[src/hw/pci_user_consts.svh]
// offsets, field positions, reset values and timing counts for the pci user-side control block
// assumes an apb slave with 32-bit data and one aligned word per register
`ifndef PCI_USER_CONSTS_SVH
`define PCI_USER_CONSTS_SVH

// register byte offsets
`define REG_CTRL_OFS        12'h000
`define REG_STATUS_OFS      12'h004
`define REG_TIMER_OFS       12'h008

// ctrl fields
`define CTRL_MASK_LSB       0
`define CTRL_MASK_W         3
`define CTRL_ABORT_CLR_BIT  4
`define CTRL_MASK_RST       3'h7

// status fields
`define STAT_EVT_LSB        0
`define STAT_EMPTY_BIT      4
`define STAT_AEMPTY_BIT     5
`define STAT_FULL_BIT       6
`define STAT_ABORT_BIT      8
`define STAT_EXPIRED_BIT    9
`define STAT_DT_RUN_BIT     10

// status event bit order on the status output
`define EVT_TABORT          0
`define EVT_SERR            1
`define EVT_PERR            2
`define EVT_NUM             3

// fifo flag level and timing
`define RD_AEMPTY_LEVEL     4
`define REQ_HOLD_CYCLES     2
`define DISCARD_TIMER_W     15
`define DISCARD_LIMIT_DEF   15'h7FFF

`endif

[src/hw/pci_user_pkg.sv]
// types shared by the pci user-side control block
// assumes nothing beyond a systemverilog compiler
`default_nettype none

package pci_user_pkg;

  typedef enum logic [1:0] {
    DT_IDLE    = 2'b00,
    DT_RUN     = 2'b01,
    DT_EXPIRED = 2'b10
  } dt_state_t;

endpackage : pci_user_pkg

`default_nettype wire

[src/hw/pci_user_ctl.sv]
// user-side master read path and target controls of the embedded pci core, with an apb register slave
// assumes one clock serves as both pci clock and user fifo clock, and all user inputs are on it
`default_nettype none
`include "pci_user_consts.svh"

module pci_user_ctl #(
  parameter int                         WIDTH         = 64,
  parameter int                         DEPTH         = 32,
  parameter logic [`DISCARD_TIMER_W-1:0] DISCARD_LIMIT = `DISCARD_LIMIT_DEF
) (
  // clock and reset
  input  wire logic             ref_clk_i,
  input  wire logic             srst_i,
  // apb slave
  input  wire logic             psel_i,
  input  wire logic             penable_i,
  input  wire logic             pwrite_i,
  input  wire logic [11:0]      paddr_i,
  input  wire logic [31:0]      pwdata_i,
  output logic [31:0]           prdata_o,
  output logic                  pready_o,
  output logic                  pslverr_o,
  // read data from the pci engine
  input  wire logic             pci_rd_valid_i,
  input  wire logic [WIDTH-1:0] pci_rd_data_i,
  input  wire logic             pci_rd_last_i,
  output logic                  pci_rd_ready_o,
  // master read fifo, user side
  input  wire logic             rd_data_en_n_i,
  output logic [WIDTH-1:0]      rd_data_o,
  output logic                  rd_data_valid_o,
  output logic                  rd_last_cyc_n_o,
  output logic                  rd_fifo_empty_n_o,
  output logic                  rd_fifo_almost_empty_n_o,
  output logic                  rd_fifo_full_n_o,
  // master stop burst
  input  wire logic             stop_burst_n_i,
  output logic                  burst_stop_o,
  // target requests from user logic
  input  wire logic             tgt_abort_req_i,
  input  wire logic             tgt_retry_req_n_i,
  input  wire logic             tgt_delayed_req_i,
  input  wire logic             tgt_is_mem_write_i,
  input  wire logic             dt_done_i,
  // target actions toward the pci engine
  output logic                  tgt_abort_o,
  output logic                  tgt_retry_o,
  output logic                  dt_start_o,
  output logic                  dt_new_txn_o,
  output logic                  disc_timer_exp_n_o,
  // status events and serial status
  input  wire logic             evt_tabort_i,
  input  wire logic             evt_serr_i,
  input  wire logic             evt_perr_i,
  input  wire logic             stat_shift_en_n_i,
  output logic                  status_o
);

  ////////////////////////////////////////////////////////////////////////////
  // helpers

  // saturating count of cycles a request has been held
  function automatic logic [1:0] hold_inc(input logic [1:0] cnt, input logic req);
    hold_inc = !req ? 2'h0 : (cnt == 2'h3) ? 2'h3 : cnt + 2'h1;
  endfunction : hold_inc

  // true on the cycle a request completes its minimum hold
  function automatic logic hold_done(input logic [1:0] cnt, input logic req);
    hold_done = req && (cnt == 2'(`REQ_HOLD_CYCLES - 1));
  endfunction : hold_done

  ////////////////////////////////////////////////////////////////////////////
  // master read fifo

  rd_fifo #(
    .WIDTH (WIDTH),
    .DEPTH (DEPTH)
  ) u_rd_fifo (
    .ref_clk_i        (ref_clk_i),
    .srst_i           (srst_i),
    .wr_valid_i       (pci_rd_valid_i),
    .wr_data_i        (pci_rd_data_i),
    .wr_last_i        (pci_rd_last_i),
    .wr_ready_o       (pci_rd_ready_o),
    .rd_en_n_i        (rd_data_en_n_i),
    .rd_data_o        (rd_data_o),
    .rd_valid_o       (rd_data_valid_o),
    .rd_last_cyc_n_o  (rd_last_cyc_n_o),
    .empty_n_o        (rd_fifo_empty_n_o),
    .almost_empty_n_o (rd_fifo_almost_empty_n_o),
    .full_n_o         (rd_fifo_full_n_o)
  );

  ////////////////////////////////////////////////////////////////////////////
  // request hold counters

  logic [1:0] stop_cnt_r;
  logic [1:0] abort_cnt_r;
  logic [1:0] retry_cnt_r;
  logic [1:0] dt_cnt_r;

  always_ff @(posedge ref_clk_i) begin
    if (srst_i) begin
      stop_cnt_r  <= 2'h0;
      abort_cnt_r <= 2'h0;
      retry_cnt_r <= 2'h0;
      dt_cnt_r    <= 2'h0;
    end else begin
      stop_cnt_r  <= hold_inc(stop_cnt_r, !stop_burst_n_i);
      abort_cnt_r <= hold_inc(abort_cnt_r, tgt_abort_req_i);
      retry_cnt_r <= hold_inc(retry_cnt_r, !tgt_retry_req_n_i);
      dt_cnt_r    <= hold_inc(dt_cnt_r, tgt_delayed_req_i);
    end
  end

  ////////////////////////////////////////////////////////////////////////////
  // stop burst and retry: act once the minimum hold is reached, end with the request

  // the user keeps the request until the full flag rises, so dropping it simply ends the stop
  always_ff @(posedge ref_clk_i) begin
    if (srst_i) begin
      burst_stop_o <= 1'b0;
      tgt_retry_o  <= 1'b0;
    end else begin
      burst_stop_o <= !stop_burst_n_i && (stop_cnt_r != 2'h0);
      tgt_retry_o  <= !tgt_retry_req_n_i && (retry_cnt_r != 2'h0);
    end
  end

  ////////////////////////////////////////////////////////////////////////////
  // abort: sticky until reset or a software clear

  logic abort_clr;

  always_ff @(posedge ref_clk_i) begin
    if (srst_i) begin
      tgt_abort_o <= 1'b0;
    end else if (hold_done(abort_cnt_r, tgt_abort_req_i)) begin
      tgt_abort_o <= 1'b1;
    end else if (abort_clr) begin
      tgt_abort_o <= 1'b0;
    end
  end

  ////////////////////////////////////////////////////////////////////////////
  // delayed transaction and discard timer

  pci_user_pkg::dt_state_t      dt_state_r;
  logic [`DISCARD_TIMER_W-1:0] dt_timer_r;
  logic                        dt_accept;

  // memory writes are posted, so a delayed request for one is ignored
  assign dt_accept = hold_done(dt_cnt_r, tgt_delayed_req_i) && !tgt_is_mem_write_i;

  always_ff @(posedge ref_clk_i) begin
    if (srst_i) begin
      dt_state_r   <= pci_user_pkg::DT_IDLE;
      dt_timer_r   <= '0;
      dt_start_o   <= 1'b0;
      dt_new_txn_o <= 1'b0;
    end else begin
      dt_start_o   <= 1'b0;
      dt_new_txn_o <= 1'b0;
      case (dt_state_r)
        pci_user_pkg::DT_IDLE: begin
          if (dt_accept) begin
            dt_state_r <= pci_user_pkg::DT_RUN;
            dt_timer_r <= '0;
            dt_start_o <= 1'b1;
          end
        end
        pci_user_pkg::DT_RUN: begin
          if (dt_done_i) begin
            dt_state_r <= pci_user_pkg::DT_IDLE;
          end else if (dt_timer_r == DISCARD_LIMIT) begin
            dt_state_r <= pci_user_pkg::DT_EXPIRED;
          end else begin
            dt_timer_r <= dt_timer_r + 1'b1;
          end
        end
        pci_user_pkg::DT_EXPIRED: begin
          // the old transaction is discarded; the retry starts from scratch
          if (dt_accept) begin
            dt_state_r   <= pci_user_pkg::DT_RUN;
            dt_timer_r   <= '0;
            dt_start_o   <= 1'b1;
            dt_new_txn_o <= 1'b1;
          end
        end
        default: begin
          dt_state_r <= pci_user_pkg::DT_IDLE;
        end
      endcase
    end
  end

  assign disc_timer_exp_n_o = (dt_state_r != pci_user_pkg::DT_EXPIRED);

  ////////////////////////////////////////////////////////////////////////////
  // status events and serial status output

  logic [`EVT_NUM-1:0] evt_r;
  logic [`EVT_NUM-1:0] evt_in;
  logic [`EVT_NUM-1:0] evt_clr;
  logic [`EVT_NUM-1:0] mask_r;
  logic [1:0]          shift_idx_r;

  always_comb begin
    evt_in              = '0;
    evt_in[`EVT_TABORT] = evt_tabort_i;
    evt_in[`EVT_SERR]   = evt_serr_i;
    evt_in[`EVT_PERR]   = evt_perr_i;
  end

  // a new event beats a clear in the same cycle
  always_ff @(posedge ref_clk_i) begin
    if (srst_i) begin
      evt_r <= '0;
    end else begin
      evt_r <= (evt_r & ~evt_clr) | evt_in;
    end
  end

  always_ff @(posedge ref_clk_i) begin
    if (srst_i) begin
      shift_idx_r <= 2'h0;
      status_o    <= 1'b0;
    end else if (stat_shift_en_n_i) begin
      shift_idx_r <= 2'h0;
      status_o    <= |(evt_r & mask_r);
    end else begin
      status_o    <= evt_r[shift_idx_r];
      shift_idx_r <= (shift_idx_r == 2'(`EVT_NUM - 1)) ? 2'h0 : shift_idx_r + 2'h1;
    end
  end

  ////////////////////////////////////////////////////////////////////////////
  // apb register slave, zero wait states

  logic wr_en;
  logic rd_en;
  logic hit;

  assign wr_en = psel_i && penable_i && pwrite_i;
  assign rd_en = psel_i && penable_i && !pwrite_i;
  assign hit   = (paddr_i == `REG_CTRL_OFS) || (paddr_i == `REG_STATUS_OFS) || (paddr_i == `REG_TIMER_OFS);

  assign pready_o  = 1'b1;
  assign pslverr_o = psel_i && penable_i && !hit;
  assign abort_clr = wr_en && (paddr_i == `REG_CTRL_OFS) && pwdata_i[`CTRL_ABORT_CLR_BIT];
  assign evt_clr   = (wr_en && (paddr_i == `REG_STATUS_OFS)) ? pwdata_i[`STAT_EVT_LSB +: `EVT_NUM] : '0;

  always_ff @(posedge ref_clk_i) begin
    if (srst_i) begin
      mask_r <= `CTRL_MASK_RST;
    end else if (wr_en && (paddr_i == `REG_CTRL_OFS)) begin
      mask_r <= pwdata_i[`CTRL_MASK_LSB +: `CTRL_MASK_W];
    end
  end

  always_comb begin
    prdata_o = 32'h0000_0000;
    if (rd_en) begin
      case (paddr_i)
        `REG_CTRL_OFS: begin
          prdata_o[`CTRL_MASK_LSB +: `CTRL_MASK_W] = mask_r;
        end
        `REG_STATUS_OFS: begin
          prdata_o[`STAT_EVT_LSB +: `EVT_NUM] = evt_r;
          prdata_o[`STAT_EMPTY_BIT]           = rd_fifo_empty_n_o;
          prdata_o[`STAT_AEMPTY_BIT]          = rd_fifo_almost_empty_n_o;
          prdata_o[`STAT_FULL_BIT]            = rd_fifo_full_n_o;
          prdata_o[`STAT_ABORT_BIT]           = tgt_abort_o;
          prdata_o[`STAT_EXPIRED_BIT]         = !disc_timer_exp_n_o;
          prdata_o[`STAT_DT_RUN_BIT]          = (dt_state_r == pci_user_pkg::DT_RUN);
        end
        `REG_TIMER_OFS: begin
          prdata_o[`DISCARD_TIMER_W-1:0] = dt_timer_r;
        end
        default: begin
          prdata_o = 32'h0000_0000;
        end
      endcase
    end
  end

endmodule : pci_user_ctl

`default_nettype wire

[src/hw/rd_fifo.sv]
// master read data fifo with the user-side flags and last-cycle marker
// assumes the pci engine and the user logic share ref_clk_i
`default_nettype none
`include "pci_user_consts.svh"

module rd_fifo #(
  parameter int WIDTH = 64,
  parameter int DEPTH = 32
) (
  // clock and reset
  input  wire logic             ref_clk_i,
  input  wire logic             srst_i,
  // filling side, from the pci engine
  input  wire logic             wr_valid_i,
  input  wire logic [WIDTH-1:0] wr_data_i,
  input  wire logic             wr_last_i,
  output logic                  wr_ready_o,
  // draining side, user logic
  input  wire logic             rd_en_n_i,
  output logic [WIDTH-1:0]      rd_data_o,
  output logic                  rd_valid_o,
  output logic                  rd_last_cyc_n_o,
  // flags
  output logic                  empty_n_o,
  output logic                  almost_empty_n_o,
  output logic                  full_n_o
);

  localparam int AW = $clog2(DEPTH);

  if (DEPTH < 2 * `RD_AEMPTY_LEVEL || (1 << AW) != DEPTH) begin : g_bad_depth
    $error("rd_fifo: DEPTH must be a power of two of at least eight");
  end

  logic [WIDTH:0]  mem_r [DEPTH];
  logic [AW-1:0]   wptr_r;
  logic [AW-1:0]   rptr_r;
  logic [AW:0]     count_r;
  logic            push;
  logic            pop;

  assign push       = wr_valid_i && full_n_o;
  assign pop        = !rd_en_n_i && empty_n_o;
  assign wr_ready_o = full_n_o;

  always_ff @(posedge ref_clk_i) begin
    if (push) begin
      mem_r[wptr_r] <= {wr_last_i, wr_data_i};
    end
  end

  always_ff @(posedge ref_clk_i) begin
    if (srst_i) begin
      wptr_r  <= '0;
      rptr_r  <= '0;
      count_r <= '0;
    end else begin
      if (push) begin
        wptr_r <= wptr_r + 1'b1;
      end
      if (pop) begin
        rptr_r <= rptr_r + 1'b1;
      end
      count_r <= count_r + (AW+1)'(push) - (AW+1)'(pop);
    end
  end

  // marker travels with its word so that a burst of several words marks only the final word
  always_ff @(posedge ref_clk_i) begin
    if (srst_i) begin
      rd_data_o       <= '0;
      rd_valid_o      <= 1'b0;
      rd_last_cyc_n_o <= 1'b1;
    end else begin
      rd_valid_o      <= pop;
      rd_last_cyc_n_o <= !(pop && mem_r[rptr_r][WIDTH]);
      if (pop) begin
        rd_data_o <= mem_r[rptr_r][WIDTH-1:0];
      end
    end
  end

  // flags are registered from the next count
  always_ff @(posedge ref_clk_i) begin
    if (srst_i) begin
      empty_n_o        <= 1'b0;
      almost_empty_n_o <= 1'b0;
      full_n_o         <= 1'b1;
    end else begin
      empty_n_o        <= (count_r + (AW+1)'(push) - (AW+1)'(pop)) != '0;
      almost_empty_n_o <= (count_r + (AW+1)'(push) - (AW+1)'(pop)) > (AW+1)'(`RD_AEMPTY_LEVEL);
      full_n_o         <= (count_r + (AW+1)'(push) - (AW+1)'(pop)) != (AW+1)'(DEPTH);
    end
  end

endmodule : rd_fifo

`default_nettype wire

[config.mk]
export PLATFORM = sky130hd
export DESIGN_NAME = pci_user_ctl
export DESIGN_NICKNAME = d
export VERILOG_FILES = /design/src/hw/pci_user_pkg.sv /design/src/hw/pci_user_ctl.sv /design/src/hw/rd_fifo.sv
export VERILOG_INCLUDE_DIRS = /design/src /design/src/hw
export SDC_FILE = /design/constraint.sdc
export NUM_CORES = 2
export LEC_CHECK = 0
export ABC_AREA = 1
export BUFFER_PORTS_ARGS = -buffer_cell sky130_fd_sc_hd__buf_2
export CORE_MARGIN = 8
export CORE_UTILIZATION = 40
export DETAILED_ROUTE_END_ITERATION = 8
export HOLD_SLACK_MARGIN = 0.06
export PLACE_DENSITY_LB_ADDON = 0.08
export SYNTH_ARGS = -nofsm -noshare
export SYNTH_HDL_FRONTEND = slang
export SYNTH_SLANG_ARGS = --single-unit
export TNS_END_PERCENT = 30
[constraint.sdc]
create_clock -name ref_clk_i -period 7.5 [get_ports ref_clk_i]
set_input_delay 0.75 -clock ref_clk_i [delete_from_list [all_inputs] [get_ports ref_clk_i]]
set_output_delay 0.75 -clock ref_clk_i [all_outputs]
set_load 0.005 [all_outputs]
==> results.json <==
{
  "area_delta_synth_final_pct": 11.9,
  "cts_setup_buffers": 0,
  "r2r_slack_ps": 3350,
  "cts_tree": "yes",
  "gp_congestion": 0.745,
  "via_per_inst": 5.34,
  "cts_resized": 0,
  "arrival_ps": 4970,
  "p_leak_nw": 35.0,
  "die_w_um": 487,
  "insertion_delay_ps": 880,
  "io_pins": 237,
  "postRouteAntennaNets": 0,
  "finalCritPeriodShare_pct": 55.4,
  "reg2reg_depth": 10,
  "fp.dieH_um": 487,
  "endpoint": "u_rd_fifo.rd_data_o[54]",
  "slew_violations": 0,
  "rows": 173,
  "hold_viol_final": 0,
  "reg2reg_to": "u_rd_fifo.rd_data_o[54]",
  "max_freq_mhz": 241,
  "cts_made_buffers": 234,
  "drt_iter0_markers": 5541,
  "cp.required_ps": 8320,
  "drc_errors": 0,
  "synth_area_um2": 88700,
  "io_buffers": 190,
  "start_util_pct": 40.1,
  "vias": 57300,
  "fin_crit_ps": 4150,
  "power_density_nw_per_um2": 279,
  "core_area_um2": 221000,
  "grt.total_usage_pct": 22.1,
  "clkSinkCount": 2209,
  "fill_cells": 20300,
  "grtUsageMet2_pct": 36.6,
  "wire_per_inst_um": 25.2,
  "cap_violations": 0,
  "clockBufferDepth": 3,
  "drive_gt1_share_pct": 8.63,
  "ys_ff_latch": 2209,
  "status": "finished clean",
  "synth_warnings": 0,
  "critical_path.endpoint_type": "flip-flop",
  "overflow": 0,
  "finalSetupTns_ps": 0,
  "place.detailed.hpwl_mm": 122,
  "grt_antenna_before_repair": 26,
  "dieArea_um2": 237000,
  "first_global_vias": 55000,
  "grt_first_pass_wirelength_mm": 389,
  "synth_area_per_cell_um2": 11.9,
  "routed_wl_mm": 271,
  "grtUsageMet3_pct": 3.13,
  "root_buffer": "clkbuf_16",
  "setup_violations": 0,
  "grt_max_degree": 225,
  "clk_pin_slew_worst_paths_ps": 60,
  "synthDistinctLibCells": 39,
  "htreeDepth": 4,
  "peakVddDrop_mv": 0.270,
  "relSlewSlack_pct": 11.9,
  "first_pass_iters": 7,
  "hold_class": "input pin to flip-flop",
  "clock_skew_ps": 44.9,
  "hold_buffers": 1,
  "grt-busiest-layer": "met2",
  "rsz0062_at_grt": "false",
  "synth-seq-area-share_pct": 73.3,
  "postSynthCellCount": 7473,
  "startpoint_type": "flip-flop",
  "worstSetupPathType": "flip-flop to flip-flop",
  "grt_use_met1_pct": 31.0,
  "tightest_slew_ps": 1320,
  "critPathMaxFanout": 98,
  "nets": 7666,
  "holdWs_ps": 147
}
-- flip-flops by register name, indices dropped and copies added (netlist names), 2 cells and up, named ones only --
signal               count
abort_cnt_r              2
dt_cnt_r                 2
dt_state_r               2
dt_timer_r              15
evt_r                    3
mask_r                   3
retry_cnt_r              2
shift_idx_r              2
stop_cnt_r               2
u_rd_fifo.count_r        6
u_rd_fifo.mem_r       2080
u_rd_fifo.rd_data_o     64
u_rd_fifo.rptr_r         5
u_rd_fifo.wptr_r         5
-- cell usage in the layout, fill, tap and decap left out, types with 14 or more instances in the layout --
cell / n
a21oi_1: 43
clkbuf_16: 238
conb_1: 18
nor2_1: 196
clkinv_2: 37
edfxtp_1: 2080
clkbuf_1: 64
nand2_1: 2249
nor2_4: 33
inv_1: 116
buf_12: 21
diode_2: 14
nand3_1: 2048
buf_2: 189
clkinv_1: 62
dfxtp_1: 124
clkbuf_8: 20
buf_4: 85
-- how the worst min path moves through the flow --
stage	from	endpoint	slack, ps	depth (start not counted)
2_1_floorplan	retry_cnt_r[0]	retry_cnt_r[0]	410	1
3_3_place_gp	retry_cnt_r[0]	retry_cnt_r[0]	420	1
3_5_place_dp	retry_cnt_r[0]	retry_cnt_r[0]	420	1
4_1_cts	evt_tabort_i	evt_r[0]	70	3
5_1_grt	tgt_retry_req_n_i	tgt_retry_o	130	3
6_report	evt_serr_i	evt_r[1]	150	3
-- layout make-up --
type	count	area (µm²)	share of cell area, %
flip-flops and latches	2209	65100	65.5
multi-input cells	4661	20700	20.8
clock buffers	322	6470	6.52
well taps	2975	3720	3.75
repair buffers	297	2030	2.04
clock inverters	120	808	0.814
inverters	123	505	0.509
diodes	14	35.0	0.0353
-- power by group --
group	internal [mW]	leakage (nW)	switching (mW)	total, mW
combinational	0.812	11.7	2.08	2.89
clock	6.21	3.57	4.82	11.0
sequential	13.7	19.8	0.117	13.8
total	20.7	35.0	7.02	27.7
-- per-stage QoR --
stage	cell area (µm²)	cells	utilization [%]	total power, mW	setup WS, ps
after floorplan	88800	7489	-	16.1	1590
after global placement	92000	10300	41.5	17.0	3070
after detailed placement	92000	10300	41.5	17.0	3070
after CTS	99300	10700	44.8	28.0	3420
after global routing	99300	10700	44.8	28.8	3100
final	99300	10700	44.8	27.7	3350
-- routing by layer --
metal	vias to the layer above	wire length, µm
met5	-	43
met4	6	5590
met3	359	15900
met2	1709	128000
met1	28700	121000
li1	26500	-
-- critical path: stages, from the launching register on --
cell and delay, ps:
dfxtp_4 970, buf_4 840, buf_4 1000, nand2_1 110, nand3_1 130, nand3_1 110
nand3_1 130, nand3_1 120, nand3_1 290, nand2_1 90, inv_1 60
-- cells in the mapped netlist, drive strengths merged --
| library cell | number | area (µm²) |
|---|---|---|
| clkbuf | 83 | 312 |
| nor4 | 6 | 37.5 |
| o21ai | 13 | 65.1 |
| a31oi | 1 | 6.26 |
| conb | 2 | 7.51 |
| xor2 | 8 | 70.1 |
| nand2 | 2251 | 8460 |
| or2 | 3 | 18.8 |
| clkinv | 1 | 3.75 |
| nor3b | 1 | 12.5 |
| nand3 | 2049 | 10300 |
| ha | 13 | 163 |
| a21oi | 43 | 215 |
| a2111oi | 1 | 8.76 |
| nor3 | 7 | 40.0 |
| nand4 | 10 | 62.6 |
| inv | 122 | 460 |
| xnor2 | 1 | 8.76 |
| buf | 413 | 2520 |
| dfxtp | 129 | 2580 |
| fa | 1 | 20.0 |
| edfxtp | 2080 | 62500 |
| o211ai | 1 | 7.51 |
| nor2 | 231 | 880 |
| nand3b | 2 | 15.0 |
| a22oi | 1 | 7.51 |
-- logic make-up (layout without fill, tap and decap cells) --
family / count (synthesis) / in the layout / synth area share [%]
simple gates: 4560 / 4560 / 22.3
flops: 2209 / 2209 / 73.3
buf+inv: 619 / 862 / 3.72
compound gates: 60 / 60 / 0.350
fa+ha+maj: 14 / 14 / 0.206
xor+xnor: 9 / 9 / 0.0889
other cells: 2 / 32 / 0.00847
Note: power is estimated with default switching activity, not from simulation.
